### config.mk
export PLATFORM = sky130hd
export DESIGN_NAME = hpi_port
export DESIGN_NICKNAME = d
export VERILOG_FILES = /design/src/core/hpi_pkg.sv /design/src/core/hpi_reg_if.sv /design/src/core/hpi_regs.sv /design/src/core/hpi_port.sv
export SDC_FILE = /design/constraint.sdc
export NUM_CORES = 2
export LEC_CHECK = 0
export ABC_AREA = 0
export BUFFER_PORTS_ARGS = -buffer_cell sky130_fd_sc_hd__buf_2
export CAP_MARGIN = 10
export CORE_UTILIZATION = 30
export DETAILED_ROUTE_END_ITERATION = 10
export PLACE_DENSITY = 0.48
export SYNTH_ARGS = -nofsm -noshare
export SYNTH_HDL_FRONTEND = slang
export SYNTH_SLANG_ARGS = --single-unit
### constraint.sdc
create_clock -name i_clk -period 4.7 [get_ports i_clk]
set_input_delay 0.94 -clock i_clk [delete_from_list [all_inputs] [get_ports i_clk]]
set_output_delay 0.94 -clock i_clk [all_outputs]
set_load 0.01 [all_outputs]
### src/core/hpi_pkg.sv
// Constants and types shared by the host processor port
package hpi_pkg;
    localparam logic [8:0] HPI_OFS_IO_CONTROL = 9'h1ec;
    localparam logic [8:0] HPI_OFS_BLIND_STATUS = 9'h1f0;
    localparam int HPI_BIT_BYTE_WIDTH = 0;
    localparam int HPI_BIT_BIG_ENDIAN = 1;
    localparam int HPI_BIT_INT_POL = 2;
    localparam int HPI_BIT_ACK_PUSHPULL = 3;
    localparam int HPI_BIT_INT_PUSHPULL = 4;
    localparam int HPI_BIT_BLIND = 5;
    localparam int HPI_BIT_DATA_INVAR = 6;
    localparam int HPI_BIT_ACK_POL = 7;
    localparam logic [31:0] HPI_IO_CONTROL_RST = 32'h0000_0000;
    localparam logic [31:0] HPI_IO_CONTROL_MASK = 32'h0000_00ff;
    localparam int HPI_SETTLE_CLKS = 4;
    localparam int HPI_READ_LATENCY_MAX = 19;
    localparam logic [4:0] HPI_READ_LATENCY_CNT = 5'(HPI_READ_LATENCY_MAX);

    typedef enum logic [1:0]
    {
        HPI_STYLE_SYNC = 2'b00,
        HPI_STYLE_ASYNC16 = 2'b01,
        HPI_STYLE_MCU8 = 2'b10,
        HPI_STYLE_RSVD = 2'b11
    } hpi_style_t;

    typedef enum logic [1:0]
    {
        HPI_ST_IDLE = 2'b00,
        HPI_ST_RD_WAIT = 2'b01,
        HPI_ST_WR_WAIT = 2'b10,
        HPI_ST_DONE = 2'b11
    } hpi_state_t;
endpackage

### src/core/hpi_reg_if.sv
// Internal register access path between port and register space
`timescale 1ns/10ps
`default_nettype none
interface hpi_reg_if;
    logic req;
    logic we;
    logic [8:0] addr;
    logic [31:0] wdata;
    logic [31:0] rdata;
    logic ack;
    modport port (output req, output we, output addr, output wdata, input rdata, input ack);
    modport regs (input req, input we, input addr, input wdata, output rdata, output ack);
endinterface
`default_nettype wire

### src/core/hpi_regs.sv
// Configuration register space reached through the port
`timescale 1ns/10ps
`default_nettype none
module hpi_regs
    import hpi_pkg::*;
#(
    parameter int DEPTH = 128
)
(
    // Clock and reset
    input wire logic i_clk,
    input wire logic i_rst_n,
    // Request side
    hpi_reg_if.regs bus
);
    logic [31:0] mem [DEPTH];
    logic [31:0] rdata_ff;
    logic ack_ff;
    wire [6:0] idx = bus.addr[8:2];

    always_ff @(posedge i_clk)
    begin
        if (bus.req && bus.we)
            mem[idx] <= bus.wdata;
        rdata_ff <= mem[idx];
    end

    always_ff @(posedge i_clk or negedge i_rst_n)
    begin
        if (!i_rst_n)
            ack_ff <= 1'b0;
        else
            ack_ff <= bus.req && !ack_ff;
    end

    assign bus.rdata = rdata_ff;
    assign bus.ack = ack_ff;
endmodule
`default_nettype wire

### src/core/hpi_port.sv
// Host processor port: style decode, quadlet stacking, I/O control
// What this block does
// - Two strap inputs select host style: 11 reserved, 10 byte MCU, 01 async, 00 sync.
// - Control pins remap by style; strobes in MCU style, ack unused there.
// - MCU style uses the low-byte data lines as muxed address/data with strobes.
// - Sync style uses host bus clock; other styles also sample host signals directly on it, with no synchroniser.
// - Host bus bit0 is MSB on address and data; LSB is bit8 on address, bit15 on data.
// - Host transfers stack into 32-bit quadlets with endian byte swap.
// - A 32-bit I/O control register at byte offset 1ECh holds options.
// - Bit 0 selects byte access when set, word access when clear.
// - Bit 1 big endian; bit 6 data invariant, ignored in big endian.
// - Bit 2 makes the interrupt output active high when set.
// - Bit 3 drives ack push/pull when set, else open drain (low driven, high released); no pulls.
// - Bit 4 drives interrupt push/pull when set, else open drain (low driven, high released).
// - Bit 7 makes ack active high; bit 5 enables blind access mode.
// - In MCU style the ack push/pull bit always reads as zero.
// - Every transaction starts with chip select, address and direction.
// - In handshake mode the device asserts acknowledge to end a transaction.
// - In blind mode the host polls the status register at 1F0h.
// - New-quadlet read fetches within 19 clocks; later reads use the buffer.
// - Internal write starts only when the buffer holds a full quadlet.
// - Partial write broken by other access is discarded and flagged.
`timescale 1ns/10ps
`default_nettype none
module hpi_port
    import hpi_pkg::*;
#(
    parameter int REG_DEPTH = 128
)
(
    // Clock and reset
    input wire logic i_clk,
    input wire logic i_rst_n,
    // Style straps
    input wire logic i_host_type_select_hi,
    input wire logic i_host_type_select_lo,
    // Host bus, bit0 is MSB
    input wire logic [0:8] i_addr,
    input wire logic [0:15] i_data,
    output logic [0:15] o_data,
    output logic [0:15] o_data_oe_n,
    input wire logic i_chip_select_n,
    input wire logic i_host_control_pin_a,
    input wire logic i_host_control_pin_b,
    // Acknowledge pin
    output logic o_ack,
    output logic o_ack_oe_n,
    // Interrupt pin
    input wire logic i_event,
    output logic o_int,
    output logic o_int_oe_n,
    // Status
    output logic o_invalid_write_flag,
    output logic o_unsupported
);
    hpi_reg_if rif();
    hpi_regs #(.DEPTH(REG_DEPTH)) u_regs (.i_clk(i_clk), .i_rst_n(i_rst_n), .bus(rif.regs));

    hpi_style_t style_ff;
    hpi_state_t state_ff, nxt_state;
    logic [31:0] ctrl_ff;
    logic [31:0] buf_ff;
    logic [3:0] wr_mask_ff, rd_mask_ff;
    logic [8:0] qaddr_ff;
    logic rd_valid_ff, wr_open_ff;
    logic cs_d_ff, strobe_d_ff;
    logic [8:0] mcu_addr_ff;
    logic ack_ff, inv_ff;
    logic [4:0] lat_ff;
    logic [15:0] dout_ff;
    logic drive_ff;
    logic [2:0] settle_ff;
    logic strap_seen_ff;

    // Styles
    wire is_mcu = (style_ff == HPI_STYLE_MCU8);
    wire is_rsvd = (style_ff == HPI_STYLE_RSVD);
    wire byte_mode = ctrl_ff[HPI_BIT_BYTE_WIDTH];
    wire big_end = ctrl_ff[HPI_BIT_BIG_ENDIAN];
    wire data_inv = ctrl_ff[HPI_BIT_DATA_INVAR] && !big_end;
    wire blind = ctrl_ff[HPI_BIT_BLIND];

    // Pin remapping; bit-reversed buses give natural LSB-zero vectors
    wire [15:0] din;
    wire [8:0] ain;
    genvar g;
    generate
        for (g = 0; g < 16; g++)
        begin : g_data
            assign din[g] = i_data[15 - g];
            assign o_data[15 - g] = dout_ff[g];
            assign o_data_oe_n[15 - g] = !(drive_ff && (!is_mcu || g < 8));
        end
        for (g = 0; g < 9; g++)
        begin : g_addr
            assign ain[g] = i_addr[8 - g];
        end
    endgenerate

    // MCU: low byte of data carries AD, data line 7 carries A0, ADR1 is ALE
    wire ale = i_addr[1];
    wire rd_strobe = is_mcu ? !i_host_control_pin_b : i_host_control_pin_a;
    wire wr_strobe = is_mcu ? !i_host_control_pin_a : !i_host_control_pin_a;
    wire strobe = is_mcu ? (rd_strobe || wr_strobe) : 1'b1;
    wire cs = !i_chip_select_n && !is_rsvd;
    wire [8:0] eff_addr = is_mcu ? {i_data[7], mcu_addr_ff[7:0]} : ain;
    wire is_read = is_mcu ? rd_strobe : i_host_control_pin_a;
    // No new access is taken while a control update settles
    wire start = (is_mcu ? (cs && strobe && !strobe_d_ff) : (cs && !cs_d_ff)) && (settle_ff == 3'd0);
    wire [8:0] quad = {eff_addr[8:2], 2'b00};
    wire [1:0] lane = byte_mode ? eff_addr[1:0] : {eff_addr[1], 1'b0};
    wire [3:0] sel = byte_mode ? (4'b0001 << lane) : (4'b0011 << lane);
    wire [15:0] wr_val = is_mcu ? {8'h00, din[7:0]} : din;

    // Byte position after endian handling
    wire swap = big_end || !data_inv;
    wire [1:0] phys = swap ? (2'd3 - lane) : lane;
    wire [31:0] placed = byte_mode ? ({24'h0, wr_val[7:0]} << {phys, 3'b000})
        : ({16'h0, wr_val} << {phys[1], 4'b0000});
    wire [3:0] phys_sel = byte_mode ? (4'b0001 << phys) : (4'b0011 << {phys[1], 1'b0});
    wire [31:0] lane_mask = {{8{phys_sel[3]}}, {8{phys_sel[2]}}, {8{phys_sel[1]}}, {8{phys_sel[0]}}};
    wire [31:0] rd_shift = buf_ff >> (byte_mode ? {phys, 3'b000} : {phys[1], 4'b0000});
    wire [15:0] rd_val = byte_mode ? {8'h00, rd_shift[7:0]} : rd_shift[15:0];

    wire same_q = (quad == qaddr_ff);
    wire rd_hit = rd_valid_ff && same_q && ((rd_mask_ff & sel) == 4'b0000);
    wire wr_bad = wr_open_ff && (is_read || !same_q || ((wr_mask_ff & sel) != 4'b0000));
    wire [3:0] new_mask = (wr_open_ff && !wr_bad ? wr_mask_ff : 4'b0000) | sel;
    wire wr_full = (new_mask == 4'b1111);
    // The status fetch itself is not counted as pending work
    wire blind_done = (state_ff != HPI_ST_WR_WAIT) && !ack_ff;

    // Sequencing
    always_comb
    begin
        nxt_state = state_ff;
        unique case (state_ff)
            HPI_ST_IDLE:
                if (start && is_read && !rd_hit)
                    nxt_state = HPI_ST_RD_WAIT;
                else if (start && !is_read && wr_full)
                    nxt_state = HPI_ST_WR_WAIT;
                else if (start)
                    nxt_state = HPI_ST_DONE;
            HPI_ST_RD_WAIT, HPI_ST_WR_WAIT:
                if (rif.ack || lat_ff == HPI_READ_LATENCY_CNT)
                    nxt_state = HPI_ST_DONE;
            HPI_ST_DONE:
                if (!cs || blind)
                    nxt_state = HPI_ST_IDLE;
        endcase
    end

    // Internal register requests; control and status answered locally
    wire ctrl_hit = (qaddr_ff == HPI_OFS_IO_CONTROL);
    wire stat_hit = (qaddr_ff == HPI_OFS_BLIND_STATUS);
    assign rif.req = (state_ff != HPI_ST_IDLE) && (state_ff != HPI_ST_DONE) && lat_ff == 5'd0;
    assign rif.we = (state_ff == HPI_ST_WR_WAIT);
    assign rif.addr = qaddr_ff;
    assign rif.wdata = buf_ff;
    wire [31:0] ctrl_rd = {ctrl_ff[31:4], ctrl_ff[3] && !is_mcu, ctrl_ff[2:0]};
    wire [31:0] fetched = ctrl_hit ? ctrl_rd : stat_hit ? {31'h0, blind_done} : rif.rdata;

    always_ff @(posedge i_clk or negedge i_rst_n)
    begin
        if (!i_rst_n)
        begin
            style_ff <= HPI_STYLE_RSVD;
            strap_seen_ff <= 1'b0;
            state_ff <= HPI_ST_IDLE;
            cs_d_ff <= 1'b0;
            strobe_d_ff <= 1'b0;
            mcu_addr_ff <= 9'h000;
            lat_ff <= 5'd0;
        end
        else
        begin
            // Straps caught once after reset release
            strap_seen_ff <= 1'b1;
            if (!strap_seen_ff)
                style_ff <= hpi_style_t'({i_host_type_select_hi, i_host_type_select_lo});
            state_ff <= nxt_state;
            // Host pins taken as synchronous to the port clock in every style
            cs_d_ff <= cs;
            strobe_d_ff <= strobe;
            if (is_mcu && ale)
                mcu_addr_ff <= {1'b0, din[7:0]};
            lat_ff <= (state_ff == HPI_ST_RD_WAIT || state_ff == HPI_ST_WR_WAIT) ? lat_ff + 5'd1 : 5'd0;
        end
    end

    // Stacking buffer
    always_ff @(posedge i_clk or negedge i_rst_n)
    begin
        if (!i_rst_n)
        begin
            buf_ff <= 32'h0;
            qaddr_ff <= 9'h000;
            wr_mask_ff <= 4'b0000;
            rd_mask_ff <= 4'b0000;
            rd_valid_ff <= 1'b0;
            wr_open_ff <= 1'b0;
            inv_ff <= 1'b0;
            ctrl_ff <= HPI_IO_CONTROL_RST;
            dout_ff <= 16'h0000;
        end
        else
        begin
            // Sticky until reset; a read breaks a partial write too
            if (start && state_ff == HPI_ST_IDLE && wr_bad)
                inv_ff <= 1'b1;
            if (start && state_ff == HPI_ST_IDLE)
            begin
                if (is_read)
                begin
                    wr_open_ff <= 1'b0;
                    qaddr_ff <= quad;
                    if (rd_hit)
                    begin
                        rd_mask_ff <= rd_mask_ff | sel;
                        dout_ff <= rd_val;
                    end
                    else
                    begin
                        rd_valid_ff <= 1'b0;
                        rd_mask_ff <= sel;
                    end
                end
                else
                begin
                    rd_valid_ff <= 1'b0;
                    qaddr_ff <= quad;
                    wr_mask_ff <= wr_full ? 4'b0000 : new_mask;
                    wr_open_ff <= !wr_full;
                    buf_ff <= ((wr_open_ff && !wr_bad) ? (buf_ff & ~lane_mask) : 32'h0) | (placed & lane_mask);
                end
            end
            if (state_ff == HPI_ST_RD_WAIT && nxt_state == HPI_ST_DONE)
            begin
                buf_ff <= fetched;
                rd_valid_ff <= 1'b1;
                dout_ff <= byte_mode ? {8'h00, fetched[{phys, 3'b000} +: 8]}
                    : fetched[{phys[1], 4'b0000} +: 16];
            end
            if (state_ff == HPI_ST_WR_WAIT && nxt_state == HPI_ST_DONE && ctrl_hit)
                ctrl_ff <= buf_ff & HPI_IO_CONTROL_MASK;
        end
    end

    // Pin drivers: acknowledge, data, interrupt
    always_ff @(posedge i_clk or negedge i_rst_n)
    begin
        if (!i_rst_n)
        begin
            ack_ff <= 1'b0;
            drive_ff <= 1'b0;
            settle_ff <= 3'd0;
        end
        else
        begin
            ack_ff <= (nxt_state == HPI_ST_DONE) && cs && !blind && !is_mcu;
            drive_ff <= cs && is_read && (nxt_state == HPI_ST_DONE || state_ff == HPI_ST_DONE);
            // Settling window after a control update; host keeps idle
            settle_ff <= (state_ff == HPI_ST_WR_WAIT && ctrl_hit) ? 3'(HPI_SETTLE_CLKS) :
                (settle_ff != 3'd0 ? settle_ff - 3'd1 : 3'd0);
        end
    end

    wire ack_pp = ctrl_ff[HPI_BIT_ACK_PUSHPULL];
    wire ack_lvl = ack_ff ~^ ctrl_ff[HPI_BIT_ACK_POL];
    assign o_ack = ack_pp ? ack_lvl : 1'b0;
    assign o_ack_oe_n = is_mcu || !(ack_pp || !ack_lvl);
    wire int_pp = ctrl_ff[HPI_BIT_INT_PUSHPULL];
    wire int_lvl = i_event ~^ ctrl_ff[HPI_BIT_INT_POL];
    assign o_int = int_pp ? int_lvl : 1'b0;
    assign o_int_oe_n = !(int_pp || !int_lvl);
    assign o_invalid_write_flag = inv_ff;
    assign o_unsupported = is_rsvd;
endmodule
`default_nettype wire

# After elaboration in Yosys (flattened, before gate mapping)
# Memories as Yosys holds them, arrays and structs flattened. A register that Yosys moved wholly into a read port is not among the register bits.
# Cells that the tools add are included.
[word_totals]
reg_bits = 100
mem_bits_rw = 4096
input_bits = 33
out_inout_bits = 38
memories = 1
[mem_list]
columns = ["name", "words", "word_bits", "rd", "rd_ports_with_merged_regs", "write_ports", "line_no", "text"]
rows = [
  ["u_regs.mem", 128, 32, 1, 1, 1, "hpi_regs.sv:16", "logic [31:0] mem [DEPTH];"],
]
[classes]
addsub = 3
eq_ne = 15
shift = 9
mux = 45
bitwise_logic = 11
n_reduce_logical = 84
[op_table]
columns = ["operator", "count"]
rows = [
  ["$mux W32", 7],
  ["$mux W16", 7],
  ["$and A32 B32 Y32", 2],
  ["$logic_and A1 B1 Y1", 33],
  ["$not A32 Y32", 1],
  ["$or A32 B32 Y32", 1],
  ["$shiftx A32 B6 Y16", 1],
  ["$shiftx A32 B6 Y8", 1],
  ["$shl A16 B5 Y32", 1],
  ["$shl A8 B5 Y32", 1],
  ["$shr A32 B5 Y16", 1],
  ["$logic_not A1 Y1", 24],
  ["$mux W4", 6],
  ["$eq A7 B7 Y1 const B", 2],
  ["$mux W1", 14],
  ["$mux W2", 6],
  ["$logic_or A1 B1 Y1", 11],
  ["$eq A2 B2 Y1 const B", 5],
  ["$mux W9", 1],
  ["$and A4 B4 Y4", 2],
  ["$or A4 B4 Y4", 2],
  ["$reduce_and A2 Y1", 4],
  ["$reduce_bool A2 Y1", 4],
  ["$shl A1 B2 Y4 const A", 2],
  ["other kinds (24)", 28],
]

# Logic depth before layout (Yosys ltp)
[depth]
depth_word = 22
depth_mapped = 14
ltp_nobuf = 10

# Cells and area by module
# A second synthesis with hierarchy kept.
[hier_totals]
cells_unflattened = 9647
hier_area_um2 = 163073.9
[by_module_without_submodules]
columns = ["mod", "instances", "cells_each", "area_each_um2", "seq_area_each_um2"]
rows = [
  ["hpi_regs", 1, 8959, 156799.1, 123663.6],
  ["hpi_port", 1, 688, 6274.8, 2479.9],
]

# Least setup slack after synthesis
# No wires, ideal clock.
[synth_path]
path_kind = "reg2reg"
start = "reg qaddr_ff[3]"
end = "mem u_regs.mem[105][0], enable pin"
t_arrival_ns = 3.755
path_slack_ns = 0.523
path_stages_with_launch = 12
n_path_buf = 8
period_less_slack_ns = 4.177
cell_sequence = "dfrtp_1 > buf_2 > buf_2 > nor3b_2 > buf_2 > buf_2 > buf_2 > buf_2 > buf_2 > nand2_1 > clkbuf_1 > nor2_1"
[synth_lines]
columns = ["item", "line_no", "text"]
rows = [
  ["start, declared", "hpi_port.sv:64", "logic [8:0] qaddr_ff;"],
  ["start signal, assigned", "hpi_port.sv:217", "qaddr_ff <= quad;"],
  ["start signal, assigned", "hpi_port.sv:232", "qaddr_ff <= quad;"],
  ["end, declared", "hpi_regs.sv:16", ""],
]
# Straight into the memory's write port.

==> flow_summary.toml <==
[outcome]
status = "complete, no violations"

[logic_synthesis]
yosysWarnings = 0
netlist_area_um2 = 155000
synth_nets = 8445
synth_edf_count = 4096
ys_types = 72
synthArstFlopShare_pct = 2.37
avgSynthCellArea_um2 = 18.4
ys_ff_latch = 4228
ys.flop_type = "edfxtp_1"
synth-seq-area-share_pct = 81.5
synth_cells = 8403

[timing]
skew_ns = 0.0809
rsz0062_at_grt = "no"
min_period_ns = 4.35
max_freq_ghz = 0.230
slew_headroom_pct = 11.5
worst_hold_slack_ns = 0.140
hold_viol = 0
setup_tns_ns = 0
min_period_over_period_pct = 92.6
worst_pin_slew_ns = 1.32
finalMaxSlewViolations = 0
setup_violations = 0

[detailed_routing]
route.detailed.drc = 0
viasPerCell = 5.68
wirelength_um = 566000
wire_per_inst_um = 35.1
antenna_left = 0
drt-initial-drc-count = 12446
first_pass_iters = 6
vias = 91630

[power_and_ir_drop]
leakagePower_nw = 56.1
ir_drop_mv = 0.405
pwr_density_cell_nw_per_um2 = 620

[final_layout]
finalNonFillerCells = 16137
drive_gt1_share_pct = 17.0
fin_area_um2 = 183000
post-route-util_pct = 35.7
layout.nets = 9032
area_growth_pct = 18.3

[setup_path]
required_ns = 5.61
cp-start-kind = "flip-flop"
critical_path_arrival_ns = 5.26
critPathMaxFanout = 52
crit_type = "flip-flop to flip-flop"
end_kind = "flip-flop"

[global_route]
grt_pass1_wl_um = 764000
grt_usage_pct = 21.0
grt_pass1_vias = 86481
grt_max_degree = 132
antenna_found_initial = 42
grt_overflow_total = 0

[floorplan]
start_util_pct = 30.1
io_pins = 71
coreArea_um2 = 513000
die_area_um2 = 519000
fp.dieH_um = 720
rows = 263
fp.dieW_um = 720

[cts]
postCtsSetupBuffers = 0
insertion_delay_ns = 1.03
cts.path.max_buffers = 4
cts_tree = "yes"
clkTransAtPathRegs_ns = 0.07
cts_buffers = 428
cts_num_sinks = 4228
cts-htree-levels = 5
cts_resized = 0
cts-root-buf = "clkbuf_16"

[placement]
gp_congestion = 0.938
port_buffers = 70
dpl_cell_area_um2 = 170000
placed_cells = 15314
dpl.hpwl_um = 341000

[hold_path]
hold_class = "input pin to flip-flop"

[job]
max_cap_violations = 0
synth_stat cells, drive strengths merged (4+ instances only):
library cell	count	area share, %
edfxtp	4096	80
a22oi	1489	7.2
buf	383	1.2
a22o	310	1.8
a221oi	293	1.7
clkbuf	207	0.50
nor2	205	0.50
a31oi	197	0.80
nand4	177	0.72
nand2	139	0.34
a41oi	119	0.67
dfrtp	98	1.6
o21ai	89	0.30
a21oi	82	0.27
mux2i	73	0.47
nand3	53	0.17
nor4	53	0.21
o211ai	47	0.23
dfxtp	32	0.41
mux2	29	0.21
inv	27	0.066
o22ai	21	0.085
or4	20	0.097
nor3	13	0.060
mux4	12	0.17
and2	11	0.044
nor2b	11	0.044
ha	9	0.073
nand2b	9	0.036
a221o	7	0.045
xnor2	7	0.040
a211oi	6	0.029
a21o	6	0.029
a32o	6	0.039
o2111ai	6	0.034
a222oi	5	0.032
nor3b	4	0.026
or2	4	0.016
cells by family (layout without fill, tap and decap cells):
| logic type | Yosys count | after routing | share of synthesized area [%] |
|---|---|---|---|
| AO/OA/AOI/OAI | 2708 | 2708 | 13.3 |
| XOR/XNOR | 9 | 9 | 0.0510 |
| adder cells (fa/ha/maj) | 10 | 10 | 0.0793 |
| buffers and inverters | 619 | 1565 | 1.78 |
| flip-flops | 4228 | 4228 | 81.5 |
| multiplexers | 114 | 114 | 0.858 |
| other | 1 | 32 | 0.00242 |
| AND/OR/NAND/NOR | 714 | 714 | 2.34 |
timing repair:
item                                    in CTS  in global routing
endpoints found under the setup margin       0                  0
hold endpoints to repair                    16                  0
hold buffers                                 1                  0
metrics by stage:
| step | total power, mW | worst slack (ns) |
|---|---|---|
| global route | 116 | 0.372 |
| global placement | 80.3 | 0.305 |
| CTS | 113 | 0.584 |
| floorplan | 61.5 | 0.523 |
| finish | 114 | 0.348 |
| detailed placement | 80.6 | 0.607 |
layer usage:
metal  up-vias  GRT usage [%]  share of wire, %
li1      37008              -                 -
met1     49131           28.7                41
met2      4678           33.1                46
met3       805           4.29               8.9
met4         8           7.91               4.2
met5         -              0            0.0092
layout by cell type, fill, tap and decap left out, drive strengths merged, types with 82 or more instances in the layout:
cell type and instances:
clkbuf 537, nand2 139, nor2 205, a31oi 197, o21ai 89, a41oi 119
a22oi 1489, a21oi 82, nand4 177, edfxtp 4096, a22o 310, dfrtp 98
buf 746, a221oi 293, clkinv 204
worst max-delay path: stages, from the launching register on:
cell and delay [ns]:
dfrtp_1 0.61, and3b_4 0.45, buf_12 0.25, buf_12 0.21
buf_4 0.26, a22oi_1 0.19, nand4_1 0.15, a21oi_1 0.94
o22ai_1 0.65, a211o_1 0.39
layout make-up:
cell class | instances | area, um^2
multi-input cells | 3556 | 26900
inverters | 29 | 109
clock inverters | 252 | 2160
well taps | 6757 | 8450
clock buffers | 537 | 11300
repair buffers | 747 | 7760
diodes | 31 | 77.6
fillers | 47799 | 330000
flip-flops and latches | 4228 | 126000
registers in the layout (all words and copies together) (netlist names), 2 cells and up:
| signal | cells |
|---|---|
| o_data | 16 |
| buf_ff | 32 |
| mcu_addr_ff | 8 |
| ctrl_ff | 8 |
| u_regs.bus.rdata | 32 |
| u_regs.mem | 4096 |
| state_ff | 2 |
| rd_mask_ff | 4 |
| qaddr_ff | 7 |
| style_ff | 2 |
| lat_ff | 5 |
| wr_mask_ff | 4 |
| settle_ff | 3 |
final timing paths:
path / startpoint / endpoint / slack, ns / cells after the start
setup / recovery: qaddr_ff[2] / u_regs.bus.rdata[24] / 0.35 / 9
min in group asynchronous: i_rst_n / buf_ff[25] / 0.58 / 2
max in group asynchronous: i_rst_n / qaddr_ff[5] / 3.16 / 3
hold / removal: i_host_control_pin_a / strobe_d_ff / 0.14 / 2
setup reg to reg: qaddr_ff[2] / u_regs.bus.rdata[24] / 0.35 / 9
hold reg to reg: u_regs.bus.ack / u_regs.bus.ack / 0.43 / 1
where the power goes:
part	switching [mW]	internal (mW)
logic	22.8	8.28
registers	3.02	46.2
clock network	14.8	18.4
No activity file was read; power rests on OpenSTA's default activity.
